**src/inc/vrc_pkg.sv**
```systemverilog
// shared constants and types for the video-dram refresh and access-start block
package vrc_pkg;
  // -------------------------------------------------------------
  // timing
  // -------------------------------------------------------------
  localparam int CLK_PERIOD_NS = 50; // 20 MHz core clock
  localparam int ROW_STROBE_MIN_NS = 120;
  // least time rounds up to whole cycles
  localparam int REFRESH_SEQ_CYCLES = (ROW_STROBE_MIN_NS + CLK_PERIOD_NS - 1) / CLK_PERIOD_NS;
  localparam int INSTR_SEQ_STAGES = 4;
  localparam int DATA_SEQ_STAGES = 4;
  localparam int REFRESH_INTERVAL_CYCLES = 390;
  localparam int COUNT_W = 9;
  localparam logic [8:0] REFRESH_PRESET_COUNT = 9'(REFRESH_INTERVAL_CYCLES - 1);
  localparam logic [8:0] COUNT_RESET = 9'h000;
  // -------------------------------------------------------------
  // address decode
  // -------------------------------------------------------------
  localparam logic [7:0] BLOCK_BASE = 8'h00; // a31..a24 of this block
  localparam int OTHER_ACK_W = 6;
  // -------------------------------------------------------------
  // register map
  // -------------------------------------------------------------
  localparam logic [11:0] CTRL_ADDR = 12'h000;
  localparam logic [11:0] STATUS_ADDR = 12'h004;
  localparam logic [11:0] COUNT_ADDR = 12'h008;
  localparam int CTRL_FORCE_BIT = 0;
  localparam int CTRL_ACK_EN_LSB = 8;
  localparam logic [5:0] ACK_EN_RESET = 6'h3f;
  // request carrier from the processor buses
  typedef struct packed {
    logic instr_request;
    logic instr_request_type;
    logic data_request;
    logic data_request_type_hi;
    logic data_request_type_lo;
    logic [7:0] addr_hi;
    logic test_takeover_pin;
  } vrc_bus_req_t;
  // status word, bit 0 first from the right
  typedef struct packed {
    logic instr_burst_acknowledge_delayed;
    logic precharge_second;
    logic precharge_first;
    logic data_sequence_active;
    logic instr_sequence_active;
    logic [2:0] refresh_cycle;
    logic refresh_acknowledge;
    logic refresh_pending;
  } vrc_status_t;
endpackage

```
**src/verilog/vrc_refresh_timer.sv**
```systemverilog
// refresh interval counter with the pending-request latch
`timescale 1ns/1ps
`default_nettype none
module vrc_refresh_timer (
  input wire logic clk_i,
  input wire logic rst_n_i,
  input wire logic force_i,
  input wire logic done_i,
  output logic [8:0] count_o,
  output logic preset_o,
  output logic pending_o
);
  // preset when the last count of the interval is reached
  assign preset_o = (count_o == vrc_pkg::REFRESH_PRESET_COUNT);

  // free-running counter, advances every clock
  always_ff @(posedge clk_i or negedge rst_n_i) begin
    if (!rst_n_i) begin
      count_o <= vrc_pkg::COUNT_RESET;
    end else if (preset_o) begin
      count_o <= vrc_pkg::COUNT_RESET;
    end else begin
      count_o <= count_o + 9'h001;
    end
  end

  // pending latch: a new request wins over the clear
  always_ff @(posedge clk_i or negedge rst_n_i) begin
    if (!rst_n_i) begin
      pending_o <= 1'b0;
    end else begin
      pending_o <= preset_o | force_i | (pending_o & ~done_i);
    end
  end
endmodule
`default_nettype wire

```
**src/verilog/vrc_seq_chain.sv**
```systemverilog
// token chain for a fixed-length access or refresh sequence
`timescale 1ns/1ps
`default_nettype none
module vrc_seq_chain #(
  parameter int N = 3
) (
  input wire logic clk_i,
  input wire logic rst_n_i,
  input wire logic start_i,
  input wire logic end_i,
  output logic [N-1:0] q_o
);
  // first stage holds until the end term, later stages shift behind it
  always_ff @(posedge clk_i or negedge rst_n_i) begin
    if (!rst_n_i) begin
      q_o <= '0;
    end else begin
      q_o[0] <= start_i | (q_o[0] & ~end_i);
      q_o[N-1:1] <= q_o[N-2:0] & {(N-1){~end_i}};
    end
  end
endmodule
`default_nettype wire

```
**src/verilog/vrc_top.sv**
```systemverilog
// video-dram refresh sequencer, block select, access start and burst acknowledge
//
// Behaviour
// nine-bit refresh counter advances every clock at 20 MHz.
// counter presets at 389, giving a 390-cycle refresh interval.
// the preset also sets the refresh-pending latch; counting continues.
// pending clears when acknowledge and first refresh cycle are both active.
// refresh spans enough cycles for 120 ns row strobe.
// acknowledge registers active when idle and a refresh is pending.
// acknowledge holds until pending cleared and last refresh cycle active.
// first refresh flag rises after idle, stays for all three cycles.
// second and third flags follow in a chain; third ends refresh.
// instruction select needs request, space type, a31..a24 zero, no takeover.
// data select needs request, both type bits zero, address zero, no takeover.
// the instruction burst acknowledge is only given when this block was selected.
// instruction start only when idle, nothing pending, instruction selected.
// data start uses the same idle qualification with data select.
// burst acknowledge first rises in the second instruction state.
// acknowledge holds by feedback, drops combinationally on a new request.
// combiner ors other acknowledges qualified by registered burst request.
// registered copy of burst acknowledge, one clock late, from its terms.
// instruction and data decode to the same address region.
// bus-invalid inhibits leaving idle on a valid start.
// precharge follows the third cycle of any sequence, two stages.
// processor holds instruction address until burst acknowledge.
`timescale 1ns/1ps
`default_nettype none
module vrc_top (
  input wire logic CORE_CLK_I,
  input wire logic RST_N_I,
  // processor buses
  input wire logic INSTR_REQUEST_I,
  input wire logic INSTR_REQUEST_TYPE_I,
  input wire logic DATA_REQUEST_I,
  input wire logic DATA_REQUEST_TYPE_LO_I,
  input wire logic DATA_REQUEST_TYPE_HI_I,
  input wire logic [7:0] ADDR_HI_I,
  input wire logic TEST_TAKEOVER_PIN_I,
  input wire logic BUS_INVALID_I,
  input wire logic INSTR_BURST_REQUEST_I,
  input wire logic [5:0] OTHER_BURST_ACK_I,
  output logic INSTR_BURST_ACKNOWLEDGE_O,
  output logic INSTR_BURST_ACKNOWLEDGE_DELAYED_O,
  output logic BURST_ACK_COMBINED_O,
  output logic REFRESH_ACKNOWLEDGE_O,
  output logic REFRESH_PENDING_O,
  output logic [2:0] REFRESH_CYCLE_O,
  output logic INSTR_SEQUENCE_ACTIVE_O,
  output logic DATA_SEQUENCE_ACTIVE_O,
  output logic PRECHARGE_FIRST_O,
  // apb slave
  input wire logic PSEL,
  input wire logic PENABLE,
  input wire logic PWRITE,
  input wire logic [11:0] PADDR,
  input wire logic [31:0] PWDATA,
  output logic [31:0] PRDATA,
  output logic PREADY,
  output logic PSLVERR
);
  // -------------------------------------------------------------
  // declarations
  // -------------------------------------------------------------
  vrc_pkg::vrc_bus_req_t req;
  vrc_pkg::vrc_status_t status;
  logic [8:0] refresh_interval_count;
  logic preset;
  logic refresh_pending;
  logic refresh_acknowledge_q;
  logic [vrc_pkg::REFRESH_SEQ_CYCLES-1:0] refresh_cycle;
  logic refresh_cycle_first;
  logic refresh_cycle_last;
  logic [vrc_pkg::INSTR_SEQ_STAGES-1:0] iseq_q;
  logic [vrc_pkg::DATA_SEQ_STAGES-1:0] dseq;
  logic instr_sequence_active;
  logic instr_sequence_second;
  logic data_sequence_active;
  logic iseq_end;
  logic precharge_first_q;
  logic precharge_second_q;
  logic instr_block_select;
  logic data_block_select;
  logic idle_no_refresh;
  logic instr_access_begin;
  logic data_access_begin;
  logic instr_burst_acknowledge;
  logic instr_burst_acknowledge_delayed_q;
  logic instr_burst_request_registered_q;
  logic force_refresh;
  logic [5:0] ack_enable_q;
  logic apb_write;
  logic apb_setup;
  logic apb_mapped;

  // -------------------------------------------------------------
  // request decode
  // -------------------------------------------------------------
  // gather the processor request lines
  assign req = '{instr_request: INSTR_REQUEST_I,
                 instr_request_type: INSTR_REQUEST_TYPE_I,
                 data_request: DATA_REQUEST_I,
                 data_request_type_hi: DATA_REQUEST_TYPE_HI_I,
                 data_request_type_lo: DATA_REQUEST_TYPE_LO_I,
                 addr_hi: ADDR_HI_I,
                 test_takeover_pin: TEST_TAKEOVER_PIN_I};

  // both ports share one array, so both compare against one base
  assign instr_block_select = req.instr_request & ~req.instr_request_type
                              & (req.addr_hi == vrc_pkg::BLOCK_BASE)
                              & ~req.test_takeover_pin;
  assign data_block_select = req.data_request
                             & ~req.data_request_type_hi & ~req.data_request_type_lo
                             & (req.addr_hi == vrc_pkg::BLOCK_BASE)
                             & ~req.test_takeover_pin;

  // start only from idle with no refresh pending or starting
  assign idle_no_refresh = ~instr_sequence_active & ~data_sequence_active
                           & ~refresh_acknowledge_q & ~precharge_first_q & ~refresh_pending;
  assign instr_access_begin = idle_no_refresh & instr_block_select;
  assign data_access_begin = idle_no_refresh & data_block_select;

  // -------------------------------------------------------------
  // refresh interval and request
  // -------------------------------------------------------------
  // counter plus pending latch
  vrc_refresh_timer u_timer (
    .clk_i(CORE_CLK_I),
    .rst_n_i(RST_N_I),
    .force_i(force_refresh),
    .done_i(refresh_acknowledge_q & refresh_cycle_first),
    .count_o(refresh_interval_count),
    .preset_o(preset),
    .pending_o(refresh_pending)
  );

  // acknowledge sets from idle and holds until the request is served
  always_ff @(posedge CORE_CLK_I or negedge RST_N_I) begin
    if (!RST_N_I) begin
      refresh_acknowledge_q <= 1'b0;
    end else begin
      refresh_acknowledge_q <= (~data_sequence_active & ~instr_sequence_active
                                & refresh_pending)
                               | (refresh_acknowledge_q
                                  & ~(~refresh_pending & refresh_cycle_last));
    end
  end

  // three refresh cycles keep the row strobe up for its least time
  vrc_seq_chain #(
    .N(vrc_pkg::REFRESH_SEQ_CYCLES)
  ) u_refresh_chain (
    .clk_i(CORE_CLK_I),
    .rst_n_i(RST_N_I),
    .start_i(~refresh_cycle_first & ~precharge_first_q & refresh_acknowledge_q),
    .end_i(refresh_cycle_last),
    .q_o(refresh_cycle)
  );
  assign refresh_cycle_first = refresh_cycle[0];
  assign refresh_cycle_last = refresh_cycle[vrc_pkg::REFRESH_SEQ_CYCLES-1];

  // -------------------------------------------------------------
  // access sequences and precharge
  // -------------------------------------------------------------
  // instruction token: fifth cycle is stage three off, stage four on
  assign iseq_end = ~iseq_q[2] & iseq_q[3];
  assign instr_sequence_active = iseq_q[0];
  assign instr_sequence_second = iseq_q[1];

  // instruction sequence, bus-invalid holds it in idle
  always_ff @(posedge CORE_CLK_I or negedge RST_N_I) begin
    if (!RST_N_I) begin
      iseq_q <= '0;
    end else begin
      iseq_q[0] <= (~BUS_INVALID_I & ~iseq_q[0] & instr_access_begin)
                   | (iseq_q[0] & ~iseq_end);
      iseq_q[1] <= iseq_q[0] & ~iseq_end;
      iseq_q[2] <= iseq_q[1] & ~iseq_q[3];
      iseq_q[3] <= iseq_q[2];
    end
  end

  // data sequence, four stages
  vrc_seq_chain #(
    .N(vrc_pkg::DATA_SEQ_STAGES)
  ) u_data_chain (
    .clk_i(CORE_CLK_I),
    .rst_n_i(RST_N_I),
    .start_i(~BUS_INVALID_I & ~dseq[0] & data_access_begin),
    .end_i(dseq[vrc_pkg::DATA_SEQ_STAGES-1]),
    .q_o(dseq)
  );
  assign data_sequence_active = dseq[0];

  // precharge after the third cycle of any sequence
  always_ff @(posedge CORE_CLK_I or negedge RST_N_I) begin
    if (!RST_N_I) begin
      precharge_first_q <= 1'b0;
      precharge_second_q <= 1'b0;
    end else begin
      precharge_first_q <= (~precharge_first_q
                            & (iseq_q[2] | dseq[2] | refresh_cycle_last))
                           | (precharge_first_q & ~precharge_second_q);
      precharge_second_q <= precharge_first_q;
    end
  end

  // -------------------------------------------------------------
  // burst acknowledge
  // -------------------------------------------------------------
  // raised only by our own instruction sequence, held until a new request
  assign instr_burst_acknowledge = instr_sequence_second
                                   | (~req.instr_request
                                      & instr_burst_acknowledge_delayed_q);

  // delayed copy built from the same terms, and the burst request register
  always_ff @(posedge CORE_CLK_I or negedge RST_N_I) begin
    if (!RST_N_I) begin
      instr_burst_acknowledge_delayed_q <= 1'b0;
      instr_burst_request_registered_q <= 1'b0;
    end else begin
      instr_burst_acknowledge_delayed_q <= instr_sequence_second
                                           | (~req.instr_request
                                              & instr_burst_acknowledge_delayed_q);
      instr_burst_request_registered_q <= INSTR_BURST_REQUEST_I;
    end
  end

  // combinational response outputs
  assign INSTR_BURST_ACKNOWLEDGE_O = instr_burst_acknowledge;
  assign BURST_ACK_COMBINED_O = ((|(OTHER_BURST_ACK_I & ack_enable_q))
                                 & instr_burst_request_registered_q)
                                | (instr_sequence_second & instr_burst_request_registered_q)
                                | (~req.instr_request & instr_burst_acknowledge_delayed_q);

  // state outputs, all straight from flops
  assign INSTR_BURST_ACKNOWLEDGE_DELAYED_O = instr_burst_acknowledge_delayed_q;
  assign REFRESH_ACKNOWLEDGE_O = refresh_acknowledge_q;
  assign REFRESH_PENDING_O = refresh_pending;
  assign REFRESH_CYCLE_O = refresh_cycle;
  assign INSTR_SEQUENCE_ACTIVE_O = instr_sequence_active;
  assign DATA_SEQUENCE_ACTIVE_O = data_sequence_active;
  assign PRECHARGE_FIRST_O = precharge_first_q;

  // -------------------------------------------------------------
  // apb register slave
  // -------------------------------------------------------------
  assign apb_setup = PSEL & ~PENABLE;
  assign apb_write = PSEL & PENABLE & PREADY & PWRITE;
  assign apb_mapped = (PADDR == vrc_pkg::CTRL_ADDR) | (PADDR == vrc_pkg::STATUS_ADDR)
                      | (PADDR == vrc_pkg::COUNT_ADDR);
  assign force_refresh = apb_write & (PADDR == vrc_pkg::CTRL_ADDR)
                         & PWDATA[vrc_pkg::CTRL_FORCE_BIT];
  assign status = '{instr_burst_acknowledge_delayed: instr_burst_acknowledge_delayed_q,
                    precharge_second: precharge_second_q,
                    precharge_first: precharge_first_q,
                    data_sequence_active: data_sequence_active,
                    instr_sequence_active: instr_sequence_active,
                    refresh_cycle: refresh_cycle,
                    refresh_acknowledge: refresh_acknowledge_q,
                    refresh_pending: refresh_pending};

  // enable mask for the other devices' acknowledges
  always_ff @(posedge CORE_CLK_I or negedge RST_N_I) begin
    if (!RST_N_I) begin
      ack_enable_q <= vrc_pkg::ACK_EN_RESET;
    end else if (apb_write & (PADDR == vrc_pkg::CTRL_ADDR)) begin
      ack_enable_q <= PWDATA[vrc_pkg::CTRL_ACK_EN_LSB +: 6];
    end
  end

  // answer one cycle after setup: ready, read data and error together
  always_ff @(posedge CORE_CLK_I or negedge RST_N_I) begin
    if (!RST_N_I) begin
      PREADY <= 1'b0;
      PSLVERR <= 1'b0;
      PRDATA <= 32'h0000_0000;
    end else begin
      PREADY <= apb_setup;
      PSLVERR <= apb_setup & ~apb_mapped;
      if (apb_setup & ~PWRITE & (PADDR == vrc_pkg::CTRL_ADDR)) begin
        PRDATA <= {18'h00000, ack_enable_q, 8'h00};
      end else if (apb_setup & ~PWRITE & (PADDR == vrc_pkg::STATUS_ADDR)) begin
        PRDATA <= {22'h000000, status};
      end else if (apb_setup & ~PWRITE & (PADDR == vrc_pkg::COUNT_ADDR)) begin
        PRDATA <= {23'h000000, refresh_interval_count};
      end else begin
        PRDATA <= 32'h0000_0000;
      end
    end
  end
endmodule
`default_nettype wire
```
**config.mk**
```make
export PLATFORM = sky130hd
export DESIGN_NAME = vrc_top
export DESIGN_NICKNAME = d
export VERILOG_FILES = /design/src/inc/vrc_pkg.sv /design/src/verilog/vrc_refresh_timer.sv /design/src/verilog/vrc_seq_chain.sv /design/src/verilog/vrc_top.sv
export SDC_FILE = /design/constraint.sdc
export NUM_CORES = 1
export LEC_CHECK = 0
export ABC_AREA = 0
export BUFFER_PORTS_ARGS = -buffer_cell sky130_fd_sc_hd__buf_2
export CAP_MARGIN = 20
export CORE_UTILIZATION = 44
export DETAILED_ROUTE_END_ITERATION = 8
export PLACE_DENSITY = 0.79
export RECOVER_POWER = 100
export SYNTH_ARGS = -nofsm -noshare
export SYNTH_HDL_FRONTEND = slang
export SYNTH_SLANG_ARGS = --single-unit
export TNS_END_PERCENT = 10
```
**constraint.sdc**
```tcl
create_clock -name CORE_CLK_I -period 2 [get_ports CORE_CLK_I]
set_clock_uncertainty 0.15 [all_clocks]
set_input_delay 0.1 -clock CORE_CLK_I [delete_from_list [all_inputs] [get_ports CORE_CLK_I]]
set_output_delay 0.1 -clock CORE_CLK_I [all_outputs]
set_load 0.1 [all_outputs]
```
==> Word level (Yosys, flattened, before mapping) <==
Index checks and enable logic that the tools add are counted.
W data, S select, Z words.
{ "op_classes": {"addsub": 1, "bitwise_logic": 85, "n_eq_ne": 3, "mux": 4, "reduce_logical": 3} }
{ "op_table": {"columns": ["op", "n"], "rows": [
  ["$mux W32", 2],
  ["$and A1 B1 Y1", 45],
  ["$not A1 Y1", 23],
  ["$mux W9", 2],
  ["$or A1 B1 Y1", 14],
  ["$eq A12 B3 Y1 const B", 1],
  ["$eq A12 B4 Y1 const B", 1],
  ["$logic_not A12 Y1", 1],
  ["$add A9 B1 Y9 const B", 1],
  ["$eq A9 B9 Y1 const B", 1],
  ["$logic_not A8 Y1", 1],
  ["$and A6 B6 Y6", 1],
  ["$reduce_or A6 Y1", 1],
  ["$and A3 B3 Y3", 1],
  ["$and A2 B2 Y2", 1]
]} }
{ "word_totals": {"word_cells": 110, "output_inout_bits": 45, "reg_bits": 66} }

==> Depth between registers and ports, before layout <==
Gate-level depths: netlist of run 1.
{ "depth": {"ltp_word": 8, "mapped_depth": 6, "depth_no_buf": 6} }

==> Hierarchy <==
A second synthesis of run 1 with hierarchy kept.
{ "hier_totals": {"cells_unflattened": 186, "area_unflattened_um2": 2190.9} }
{ "by_module_without_submodules": {"columns": ["module", "seq_area_each_um2", "area_each_um2", "n_inst", "cells_each"], "rows": [
  ["vrc_top", 783.3, 1485.2, 1, 131],
  ["vrc_refresh_timer", 250.2, 476.7, 1, 41],
  ["vrc_seq_chain (u_data_chain)", 100.1, 125.1, 1, 8],
  ["vrc_seq_chain (u_refresh_chain)", 75.1, 103.8, 1, 6]
]} }

==> Worst setup path after synthesis of run 1 <==
OpenSTA, ideal clock, no wires.
{ "synth_timing": {"path_kind": "register to register", "from": "register instr_burst_acknowledge_delayed_q (netlist: INSTR_BURST_ACKNOWLEDGE_DELAYED_O)", "to": "register instr_burst_acknowledge_delayed_q (netlist: INSTR_BURST_ACKNOWLEDGE_DELAYED_O)", "stages_incl_launch_ff": 3, "path_slack_ns": -0.182, "path_buffers": 0, "setup_ns": 0.212, "synth_period_minus_slack_ns": 2.182, "arrival_ns": 1.820, "path_cell_list": "dfrtp_1 nand2b_1 nand2b_1"} }
{ "synth_via": {"elab_chain_len": 2} }
{ "synth_rtl": {"columns": ["item", "line_no", "text"], "rows": [
  ["from (decl)", "vrc_top.sv:87", "logic instr_burst_acknowledge_delayed_q;"],
  ["from (signal assigned)", "vrc_top.sv:221", "instr_burst_acknowledge_delayed_q <= instr_sequence_second"],
  ["$and A1 B1 Y1", null, null],
  ["$or A1 B1 Y1", null, null],
  ["via INSTR_BURST_ACKNOWLEDGE_O", "vrc_top.sv:42", "output logic INSTR_BURST_ACKNOWLEDGE_O,"]
]} }
The timed path passes the listed nets, and every way through them passes these cells.
A chain may end at the register's enable or synchronous reset.

==> Worst setup path in the final report of run 1 <==
{ "layout_timing": {"from": "register u_timer.pending_o", "to": "register iseq_q[0] (netlist bit)"} }
{ "layout_via": {"elab_chain_len": 5} }
{ "layout_rtl": {"columns": ["item", "line_no", "text"], "rows": [
  ["from (decl)", "vrc_refresh_timer.sv:11", "output logic pending_o"],
  ["from (signal assigned)", "vrc_refresh_timer.sv:32", "pending_o <= preset_o | force_i | (pending_o & ~done_i);"],
  ["$not A1 Y1", "vrc_top.sv:118", "& ~refresh_acknowledge_q & ~precharge_first_q & ~refresh_pending;"],
  ["$and A1 B1 Y1", "vrc_top.sv:118", null],
  ["$and A1 B1 Y1", "vrc_top.sv:119", "assign instr_access_begin = idle_no_refresh & instr_block_select;"],
  ["$and A1 B1 Y1", "vrc_top.sv:174", "iseq_q[0] <= (~BUS_INVALID_I & ~iseq_q[0] & instr_access_begin)"],
  ["$or A1 B1 Y1", "vrc_top.sv:175", "| (iseq_q[0] & ~iseq_end);"],
  ["to (decl)", "vrc_top.sv:73", "logic [vrc_pkg::INSTR_SEQ_STAGES-1:0] iseq_q;"]
]} }
No other way between the ends.

==> results of run 1 <==
## through the flow
stage / setup slack (ps) / setup TNS, ps
2_1_floorplan: -91.6 / -587
3_3_place_gp: 308 / 0
3_5_place_dp: 232 / 0
4_1_cts: 151 / 0
5_1_grt: 15.7 / 0
6_report: 125 / 0
## critical path: cells and delay by family, from the launching register on
family | cells | cell delay (ps)
buffers and inverters | 1 | 590
flip-flops | 1 | 460
AND/OR/NAND/NOR | 2 | 440
AO/OA/AOI/OAI | 1 | 160
## power groups by stage
stage	combinational, mW	clock [mW]	sequential, mW
global route	0.491	0.727	1.05
floorplan	0.252	0	1.17
detailed placement	0.434	0	1.06
CTS	0.470	0.689	1.04
global placement	0.430	0	1.06
finish	0.471	0.674	1.04
## state kept, by name (all words and copies together) (netlist names)
signal,flops
u_timer.pending_o,1
u_timer.count_o,9
instr_burst_request_registered_q,1
iseq_q,4
ack_enable_q,6
PSLVERR,1
PRECHARGE_FIRST_O,1
u_refresh_chain.q_o,3
u_data_chain.q_o,4
precharge_second_q,1
INSTR_BURST_ACKNOWLEDGE_DELAYED_O,1
PREADY,1
REFRESH_ACKNOWLEDGE_O,1
PRDATA,14
## layout make-up
type / instances / area (um2) / area share
Multi-Input combinational cell: 128 / 768 / 0.279
Clock inverter: 2 / 35.0 / 0.0127
Inverter: 4 / 15.0 / 0.00544
Clock buffer: 6 / 72.6 / 0.0263
Timing Repair Buffer: 99 / 593 / 0.215
Tap cell: 52 / 65.1 / 0.0236
Sequential cell: 48 / 1210 / 0.438
## kinds of logic (layout without fill, tap and decap cells)
| logic type | Yosys count | in the layout |
|---|---|---|
| mux | 8 | 8 |
| other cells | 1 | 18 |
| flops | 48 | 48 |
| compound gates | 22 | 22 |
| simple gates | 72 | 72 |
| xor+xnor | 6 | 6 |
| fa+ha+maj | 2 | 2 |
| buf+inv | 29 | 111 |
## cell usage after synthesis (3+ instances only)
master,n
dfstp_2,6
xnor2_1,4
a21oi_1,4
clkbuf_1,4
buf_4,19
nand4_1,3
nand2_1,11
inv_1,4
nand2b_1,4
dfrtp_1,42
a22oi_1,9
mux2_2,6
nor2_1,26
nand3_1,4
o21ai_0,3
nor3_1,3
nor4_1,6
nor2b_1,8
## how the worst min path moves through the flow
stage | to | slack [ps]
detailed placement | u_refresh_chain.q_o[2]$_DFF_PN0_ | 70
floorplan | INSTR_BURST_ACKNOWLEDGE_DELAYED_O$_DFF_PN0_ | -350
global placement | u_refresh_chain.q_o[2]$_DFF_PN0_ | 60
finish | u_data_chain.q_o[0]$_DFF_PN0_ | 20
global route | u_data_chain.q_o[0]$_DFF_PN0_ | 20
CTS | u_data_chain.q_o[0]$_DFF_PN0_ | 10
## timing repair
| action | 4_1_cts | 5_1_grt |
|---|---|---|
| hold endpoints to repair | 56 | 0 |
| endpoints found under the setup margin | 0 | 2 |
| hold buffers | 24 | 0 |
| gates resized for setup | 0 | 1 |
## per-layer routing
layer,vias to the layer above,share of wire
met4,0,0.036
li1,802,-
met5,-,0
met2,71,0.50
met3,16,0.049
met1,784,0.41
==> flow_metrics.env, run 1 <==
export IMPL_whs_path_depth=3
export IMPL_port_buffers=72
export IMPL_final_area_um2=2760
export IMPL_clk_latency_ps=300
export IMPL_synthCells=188
export IMPL_max_slew_margin=0.225
export IMPL_drt_wirelength_per_cell_um=13.6
export IMPL_cp_required_ps=2080
export IMPL_setup_viol=0
export IMPL_cp_cell_sequence="nor4_1, dlygate4sd3_1, nand4_1, o21bai_1"
export IMPL_synth_compound_area_share=0.0726
export IMPL_whs_ps=18.9
export IMPL_synthTopCellsByArea="dfrtp_1 (50%), dfstp_2 (7.5%), buf_4 (6.8%)"
export IMPL_slowest_stage="dlygate4sd3_1"
export IMPL_dp_cells=307
export IMPL_start_kind="register"
export IMPL_ir_drop_v=0.000366
export IMPL_synth_edf_count=0
export IMPL_via_per_inst=4.94
export IMPL_firstDrtPassIters=6
export IMPL_seqPwrFrac=0.476
export IMPL_synth_fa_ha_area_frac=0.0119
export IMPL_wl_um=4600
export IMPL_avgSynthCellArea_um2=11.2
export IMPL_switchingPower_mw=0.717
export IMPL_grt_first_pass_wirelength_um=7460
export IMPL_chipWidth_um=71.1
export IMPL_violations="DRC"
export IMPL_critPathKind="reg2reg"
export IMPL_antenna_left=0
export IMPL_critPathMaxFanout=5
export IMPL_crit_path_end_kind="register"
export IMPL_p_clk_frac=0.308
export IMPL_r2r_end="iseq_q[0]$_DFF_PN0_"
export IMPL_fin_crit_ps=1870
export IMPL_hold_start="DATA_REQUEST_I"
export IMPL_grtUsageMet1=0.223
export IMPL_cts_htree_levels=2
export IMPL_hold_violations=0
export IMPL_drv_slew=0
export IMPL_tightest_slew_ps=1170
export IMPL_drive_above_1_share=0.279
export IMPL_final_common_cell="buf_2"
export IMPL_start_util=0.470
export IMPL_vias=1673
export IMPL_reg2regPathDepth=4
export IMPL_rows=24
export IMPL_cellPowerDensity_nw_per_um2=793
export IMPL_yosysUniqueCellTypes=36
export IMPL_grt_use_met2=0.329
export IMPL_switching_share=0.328
export IMPL_comb_power_share=0.215
export IMPL_syn_area_um2=2100
export IMPL_p_int_mw=1.47
export IMPL_endpoint="iseq_q[0]$_DFF_PN0_"
export IMPL_grt_ovfl_total=0
export IMPL_stdcell_count=339
export IMPL_finish_net_count=359
export IMPL_post_cts_setup_buffers=0
export IMPL_synthSimpleGateAreaFrac=0.181
export IMPL_gp_congestion=0.859
export IMPL_synth_mux_area_frac=0.0417
export IMPL_ys_warn_count=0
export IMPL_synth_top_family_by_area="simple AND/OR/NAND/NOR gates"
export IMPL_arrival_ps=1950
export IMPL_area_growth_pct=31.2
export IMPL_fin_util=0.616
export IMPL_fp_dieArea_um2=5060
export IMPL_grt_busiest_layer="met2"
export IMPL_clk_pin_slew_ps=80
export IMPL_use_met3=0.0456
export IMPL_ios=116
export IMPL_period_share=0.937
export IMPL_outcome="finished with violations"
export IMPL_dpl_cell_area_um2=2440
export IMPL_layout_common_cells="buf_2 (44), dfrtp_1 (42), nor2_1 (26)"
export IMPL_drcViolationCount=6
export IMPL_die_h_um=71.1
export IMPL_root_buffer="clkbuf_8"
export IMPL_clock_sinks=48
export IMPL_max_freq_ghz=0.533
export IMPL_track_usage=0.195
export IMPL_startpoint="u_timer.pending_o$_DFF_PN0_"
export IMPL_cts_tree="built"
export IMPL_reg2reg_from="u_timer.pending_o$_DFF_PN0_"
export IMPL_grt_pass1_vias=1670
export IMPL_r2r_slack_ps=130
export IMPL_core_area_um2=4470
export IMPL_synth_main_ff_cell="dfrtp_1"
export IMPL_min_path_type="in2reg"
export IMPL_synthArstFlopShare=1.00
export IMPL_yosys_area_top_type="dfrtp_1"
export IMPL_yosys_area_top_type_share=0.500
export IMPL_clockBufferDepth=2
export IMPL_p_leak_nw=1.35
export IMPL_grt_antenna_before_repair=0
export IMPL_hpwl_um=3150
export IMPL_critPathMaxStageDelay_ps=590
export IMPL_grt_max_degree=49
export IMPL_drt_iter0_markers=84
export IMPL_ys_ff_latch=48
export IMPL_final_fill_count=372
export IMPL_yosysSeqAreaShare=0.575
export IMPL_cts_made_buffers=5
export IMPL_power_total_mw=2.19
export IMPL_n_antenna_cell=0
export IMPL_synth_xor_xnor_area_share=0.0250
export IMPL_rsz0062_at_grt="no"
export IMPL_max_cap_violations=0
(Power assumes the default switching activity.)
==> run 2, diff against run 1 <==
Settings changed: REMOVE_ABC_BUFFERS from default to 1.
==> run 2 against run 1 <==
Register-to-register slack better by 30 ps. Via count up 1.1%. The flow still finishes with violations (DRC). Largest cell class unchanged. Sequential share of layout area increased by 0.51 points. Design area fell by 1.0%.
==> flow_metrics.env, run 2 (synthesized netlist as in run 1, its figures left out) <==
export IMPL_outcome="finished with violations"
export IMPL_violations="DRC"
export IMPL_cts_made_buffers=5
export IMPL_n_antenna_cell=0
export IMPL_switching_share=0.333
export IMPL_final_common_cell="buf_2"
export IMPL_cts_htree_levels=2
export IMPL_cts_tree="built"
export IMPL_cp_required_ps=2070
export IMPL_p_clk_frac=0.282
export IMPL_start_kind="register"
export IMPL_r2r_end="iseq_q[0]$_DFF_PN0_"
export IMPL_max_slew_margin=0.116
export IMPL_largest_reg_flops=14
export IMPL_grt_ovfl_total=0
export IMPL_firstDrtPassIters=8
export IMPL_clock_sinks=48
export IMPL_arrival_ps=1910
export IMPL_max_cap_violations=0
export IMPL_drt_wirelength_per_cell_um=13.5
export IMPL_p_leak_nw=1.33
export IMPL_setup_slack_ps=159
export IMPL_whs_endpoint="u_data_chain.q_o[0]$_DFF_PN0_"
export IMPL_hpwl_um=3110
export IMPL_grt_antenna_before_repair=0
export IMPL_critPathKind="reg2reg"
export IMPL_reg_top3="PRDATA (14), u_timer.count_o (9), ack_enable_q (6)"
export IMPL_fin_util=0.610
export IMPL_hold_start="ADDR_HI_I[0]"
export IMPL_clockBufferDepth=2
export IMPL_chipWidth_um=71.1
export IMPL_clk_pin_slew_ps=80
export IMPL_clk_latency_ps=290
export IMPL_ios=116
export IMPL_drt_iter0_markers=134
export IMPL_critPathMaxFanout=7
export IMPL_max_freq_ghz=0.543
export IMPL_period_share=0.920
export IMPL_drv_slew=0
export IMPL_grt_pass1_vias=1628
export IMPL_reg2regPathDepth=4
export IMPL_switchingPower_mw=0.702
export IMPL_place_ws_ps=249
export IMPL_gp_congestion=0.807
export IMPL_reg2reg_from="PRECHARGE_FIRST_O$_DFF_PN0_"
export IMPL_seqPwrFrac=0.495
export IMPL_drive_above_1_share=0.264
export IMPL_grt_max_degree=26
export IMPL_setup_tns_ps=0
export IMPL_ir_drop_v=0.000285
export IMPL_finish_net_count=357
export IMPL_r2r_slack_ps=160
export IMPL_drcViolationCount=9
export IMPL_track_usage=0.188
export IMPL_min_path_type="in2reg"
export IMPL_port_buffers=72
export IMPL_rows=24
export IMPL_antenna_left=0
export IMPL_grt_first_pass_wirelength_um=7250
export IMPL_start_util=0.470
export IMPL_cellPowerDensity_nw_per_um2=774
export IMPL_fin_crit_ps=1840
export IMPL_rsz0062_at_grt="no"
export IMPL_hold_violations=0
export IMPL_core_area_um2=4470
export IMPL_via_per_inst=5.03
export IMPL_tightest_slew_ps=1330
export IMPL_layout_common_cells="buf_2 (42), dfrtp_1 (41), nor2_1 (26)"
export IMPL_setup_viol=0
export IMPL_die_h_um=71.1
export IMPL_p_int_mw=1.41
export IMPL_wl_um=4530
export IMPL_area_growth_pct=29.8
export IMPL_fp_dieArea_um2=5060
export IMPL_crit_path_end_kind="register"
export IMPL_regMostFlops="PRDATA"
export IMPL_vias=1691
export IMPL_whs_path_depth=4
export IMPL_root_buffer="clkbuf_8"
export IMPL_comb_power_share=0.222
export IMPL_post_cts_setup_buffers=0
run 2: cell types whose count changed in the layout (fill, tap and decap cells not counted), moves of 2 or more:
cell | before | now
buf_1 | 0 | 2
buf_2 | 44 | 42
clkbuf_2 | 13 | 10
clkbuf_8 | 5 | 7
dlygate4sd3_1 | 24 | 22
run 2: worst max-delay path by stage:
stage                                                           start  slack (ps)  cells past startpoint                                          end
final                                     PRECHARGE_FIRST_O$_DFF_PN0_         160                      4                          iseq_q[0]$_DFF_PN0_
after global routing                      PRECHARGE_FIRST_O$_DFF_PN0_          30                      4                u_data_chain.q_o[0]$_DFF_PN0_
after CTS                                 PRECHARGE_FIRST_O$_DFF_PN0_         140                      4                          iseq_q[0]$_DFF_PN0_
after detailed placement                                     PADDR[1]         250                      5                          PRDATA[9]$_DFF_PN0_
after global placement                                       PADDR[1]         300                      5                          PRDATA[9]$_DFF_PN0_
after floorplan           INSTR_BURST_ACKNOWLEDGE_DELAYED_O$_DFF_PN0_        -180                      2  INSTR_BURST_ACKNOWLEDGE_DELAYED_O$_DFF_PN0_
run 2: worst max-delay path, cell delays in order, from the launching register on:
cell	delay [ps]
dfrtp_2	480
nor4_1	270
dlygate4sd3_1	580
nand4_1	130
o21bai_1	170
run 2: per-layer routing:
layer  GRT usage  vias to the layer above  share of wire
met5           0                        -              0
met4      0.0756                        0          0.011
met3      0.0499                        5          0.071
met2       0.317                       91           0.52
met1       0.229                      799           0.40
li1            -                      796              -
run 2: through the flow:
step	hold WS, ps	power (mW)	instances	area [um2]
after floorplan	-346	1.38	180	1990
after global routing	21.4	2.19	336	2730
after CTS	10.5	2.13	336	2770
after global placement	-44.2	1.49	307	2450
after detailed placement	-38.4	1.50	307	2450
final	19.7	2.11	336	2730
run 2: cell type report:
class	count	area, um2
clock buffer	7	96.3
inverter	4	15.0
fill	374	1750
tap	52	65.1
sequential	48	1210
multi-input combinational	128	759
timing repair buffer	97	583
run 2: what timing repair did:
| item | CTS | global route |
|---|---|---|
| setup endpoints to repair | 0 | 2 |
| endpoints found under the hold margin | 37 | 0 |
| resized for setup | 0 | 1 |
| hold buffers | 22 | 0 |
run 2: power by group through the flow:
stage          clock (mW)  combinational [mW]  sequential [mW]
3_5_place_dp            0               0.438             1.06
5_1_grt             0.655               0.489             1.05
4_1_cts             0.620               0.471             1.04
6_report            0.596               0.470             1.05
2_1_floorplan           0               0.199             1.18
3_3_place_gp            0               0.433             1.06
==> run 3, diff against run 2 <==
Settings changed: HOLD_SLACK_MARGIN from default to 0.03.
==> run 3 against run 2 <==
Global-route usage grew 0.34 points. Worst hold slack gained 30 ps. First-iteration DRC count grew 33%. Register-to-register slack lost 20 ps. Clock-buffer cell count is the same. The flow still finishes with violations (DRC). Highest routed layer unchanged. Routed wire length grew 1.9%. Flip-flop and latch count is the same. Fmax shrank 1.0%. Critical path depth is the same. Design area grew 1.4%.
==> flow_metrics.env, run 3 (synthesized netlist as in run 1, its figures left out) <==
export IMPL_cts_made_buffers=5
export IMPL_clockBufferDepth=2
export IMPL_rsz0062_at_grt="no"
export IMPL_hold_start="PADDR[2]"
export IMPL_crit_path_end_kind="register"
export IMPL_reg2regPathDepth=4
export IMPL_p_clk_frac=0.282
export IMPL_cp_cell_sequence="nor4_2, dlygate4sd3_1, nand4_1, o21bai_1"
export IMPL_cp_required_ps=2070
export IMPL_drive_above_1_share=0.268
export IMPL_start_kind="register"
export IMPL_cts_htree_levels=2
export IMPL_firstDrtPassIters=6
export IMPL_hold_violations=0
export IMPL_post_cts_setup_buffers=0
export IMPL_cts_tree="built"
export IMPL_grt_ovfl_total=0
export IMPL_clk_latency_ps=290
export IMPL_max_cap_violations=0
export IMPL_critPathMaxFanout=7
export IMPL_die_h_um=71.1
export IMPL_grt_first_pass_wirelength_um=7360
export IMPL_max_slew_margin=0.119
export IMPL_rows=24
export IMPL_hpwl_um=3110
export IMPL_seqPwrFrac=0.494
export IMPL_r2r_slack_ps=140
export IMPL_setup_viol=0
export IMPL_p_leak_nw=1.35
export IMPL_critPathMaxStageDelay_ps=590
export IMPL_switching_share=0.334
export IMPL_via_per_inst=4.95
export IMPL_drcViolationCount=18
export IMPL_fin_util=0.618
export IMPL_violations="DRC"
export IMPL_regMostFlops="PRDATA"
export IMPL_chipWidth_um=71.1
export IMPL_grt_max_degree=26
export IMPL_ir_drop_v=0.000285
export IMPL_critPathKind="reg2reg"
export IMPL_port_buffers=72
export IMPL_arrival_ps=1930
export IMPL_finish_net_count=360
export IMPL_layout_common_cells="dfrtp_1 (41), buf_2 (41), nor2_1 (26)"
export IMPL_root_buffer="clkbuf_8"
export IMPL_period_share=0.930
export IMPL_n_antenna_cell=0
export IMPL_core_area_um2=4470
export IMPL_setup_tns_ps=0
export IMPL_whs_path_depth=3
export IMPL_tightest_slew_ps=1320
export IMPL_drt_iter0_markers=178
export IMPL_power_total_mw=2.12
export IMPL_p_int_mw=1.41
export IMPL_area_growth_pct=31.6
export IMPL_comb_power_share=0.224
export IMPL_fin_crit_ps=1860
export IMPL_clock_sinks=48
export IMPL_min_path_type="in2reg"
export IMPL_outcome="finished with violations"
export IMPL_setup_slack_ps=140
export IMPL_gp_congestion=0.807
export IMPL_fp_dieArea_um2=5060
export IMPL_place_ws_ps=249
export IMPL_reg2reg_from="PRECHARGE_FIRST_O$_DFF_PN0_"
export IMPL_grt_pass1_vias=1626
export IMPL_max_freq_ghz=0.538
export IMPL_largest_reg_flops=14
export IMPL_slowest_stage="dlygate4sd3_1"
export IMPL_ios=116
export IMPL_r2r_end="iseq_q[0]$_DFF_PN0_"
export IMPL_reg_top3="PRDATA (14), u_timer.count_o (9), ack_enable_q (6)"
export IMPL_vias=1677
export IMPL_drv_slew=0
export IMPL_antenna_left=0
export IMPL_cellPowerDensity_nw_per_um2=767
export IMPL_start_util=0.470
export IMPL_track_usage=0.191
export IMPL_clk_pin_slew_ps=80
export IMPL_whs_endpoint="PSLVERR$_DFF_PN0_"
export IMPL_whs_ps=49.3
export IMPL_drt_wirelength_per_cell_um=13.6
export IMPL_wl_um=4610
export IMPL_switchingPower_mw=0.708
export IMPL_grt_antenna_before_repair=0
## run 3: cell count changes in the layout (fill, tap and decap cells not counted), sizes merged
cell / change
dlygate4sd3: +3
buf: -2
clkbuf: +2
## run 3: worst max-delay path by stage
stage	startpoint	endpoint	slack, ps	cells past startpoint
2_1_floorplan	INSTR_BURST_ACKNOWLEDGE_DELAYED_O$_DFF_PN0_	INSTR_BURST_ACKNOWLEDGE_DELAYED_O$_DFF_PN0_	-180	2
5_1_grt	PRECHARGE_FIRST_O$_DFF_PN0_	u_data_chain.q_o[0]$_DFF_PN0_	9	4
3_3_place_gp	PADDR[1]	PRDATA[9]$_DFF_PN0_	300	5
3_5_place_dp	PADDR[1]	PRDATA[9]$_DFF_PN0_	250	5
6_report	PRECHARGE_FIRST_O$_DFF_PN0_	iseq_q[0]$_DFF_PN0_	140	4
4_1_cts	PRECHARGE_FIRST_O$_DFF_PN0_	iseq_q[0]$_DFF_PN0_	140	4
## run 3: cell type report
cell class                      count  area, um2
Multi-Input combinational cell    128        766
Fill cell                         369       1710
Timing Repair Buffer              100        614
Sequential cell                    48       1210
Clock buffer                        7       96.3
Inverter                            4       15.0
Tap cell                           52       65.1
## run 3: power by group through the flow
stage,registers (mW),clock network (mW),logic [mW]
CTS,1.04,0.620,0.475
global placement,1.06,0,0.433
floorplan,1.18,0,0.199
global route,1.05,0.656,0.495
detailed placement,1.06,0,0.438
finish,1.05,0.599,0.476
## run 3: worst max-delay path: cells and delay by family (launching register included)
family / cells / cell delay (ps)
flops: 1 / 480
buf+inv: 1 / 590
simple gates: 2 / 410
compound gates: 1 / 170
## run 3: timing repair
action | 4_1_cts | 5_1_grt
hold buffers | 25 | 0
setup endpoints to repair | 0 | 2
gates resized for setup | 0 | 2
endpoints found under the hold margin | 42 | 0
## run 3: layer usage
| layer | part of all wire | vias up | wire length (um) | track usage |
|---|---|---|---|---|
| li1 | - | 805 | - | - |
| met1 | 0.40 | 786 | 1860 | 0.236 |
| met2 | 0.52 | 84 | 2390 | 0.323 |
| met3 | 0.070 | 2 | 323 | 0.0499 |
| met4 | 0.0074 | 0 | 34 | 0.0733 |
| met5 | 0 | - | 0 | 0 |
## run 3: through the flow
| step | instances | cell area (um2) |
|---|---|---|
| 4_1_cts | 339 | 2800 |
| 2_1_floorplan | 180 | 1990 |
| 5_1_grt | 339 | 2770 |
| 6_report | 339 | 2770 |
| 3_5_place_dp | 307 | 2450 |
| 3_3_place_gp | 307 | 2450 |
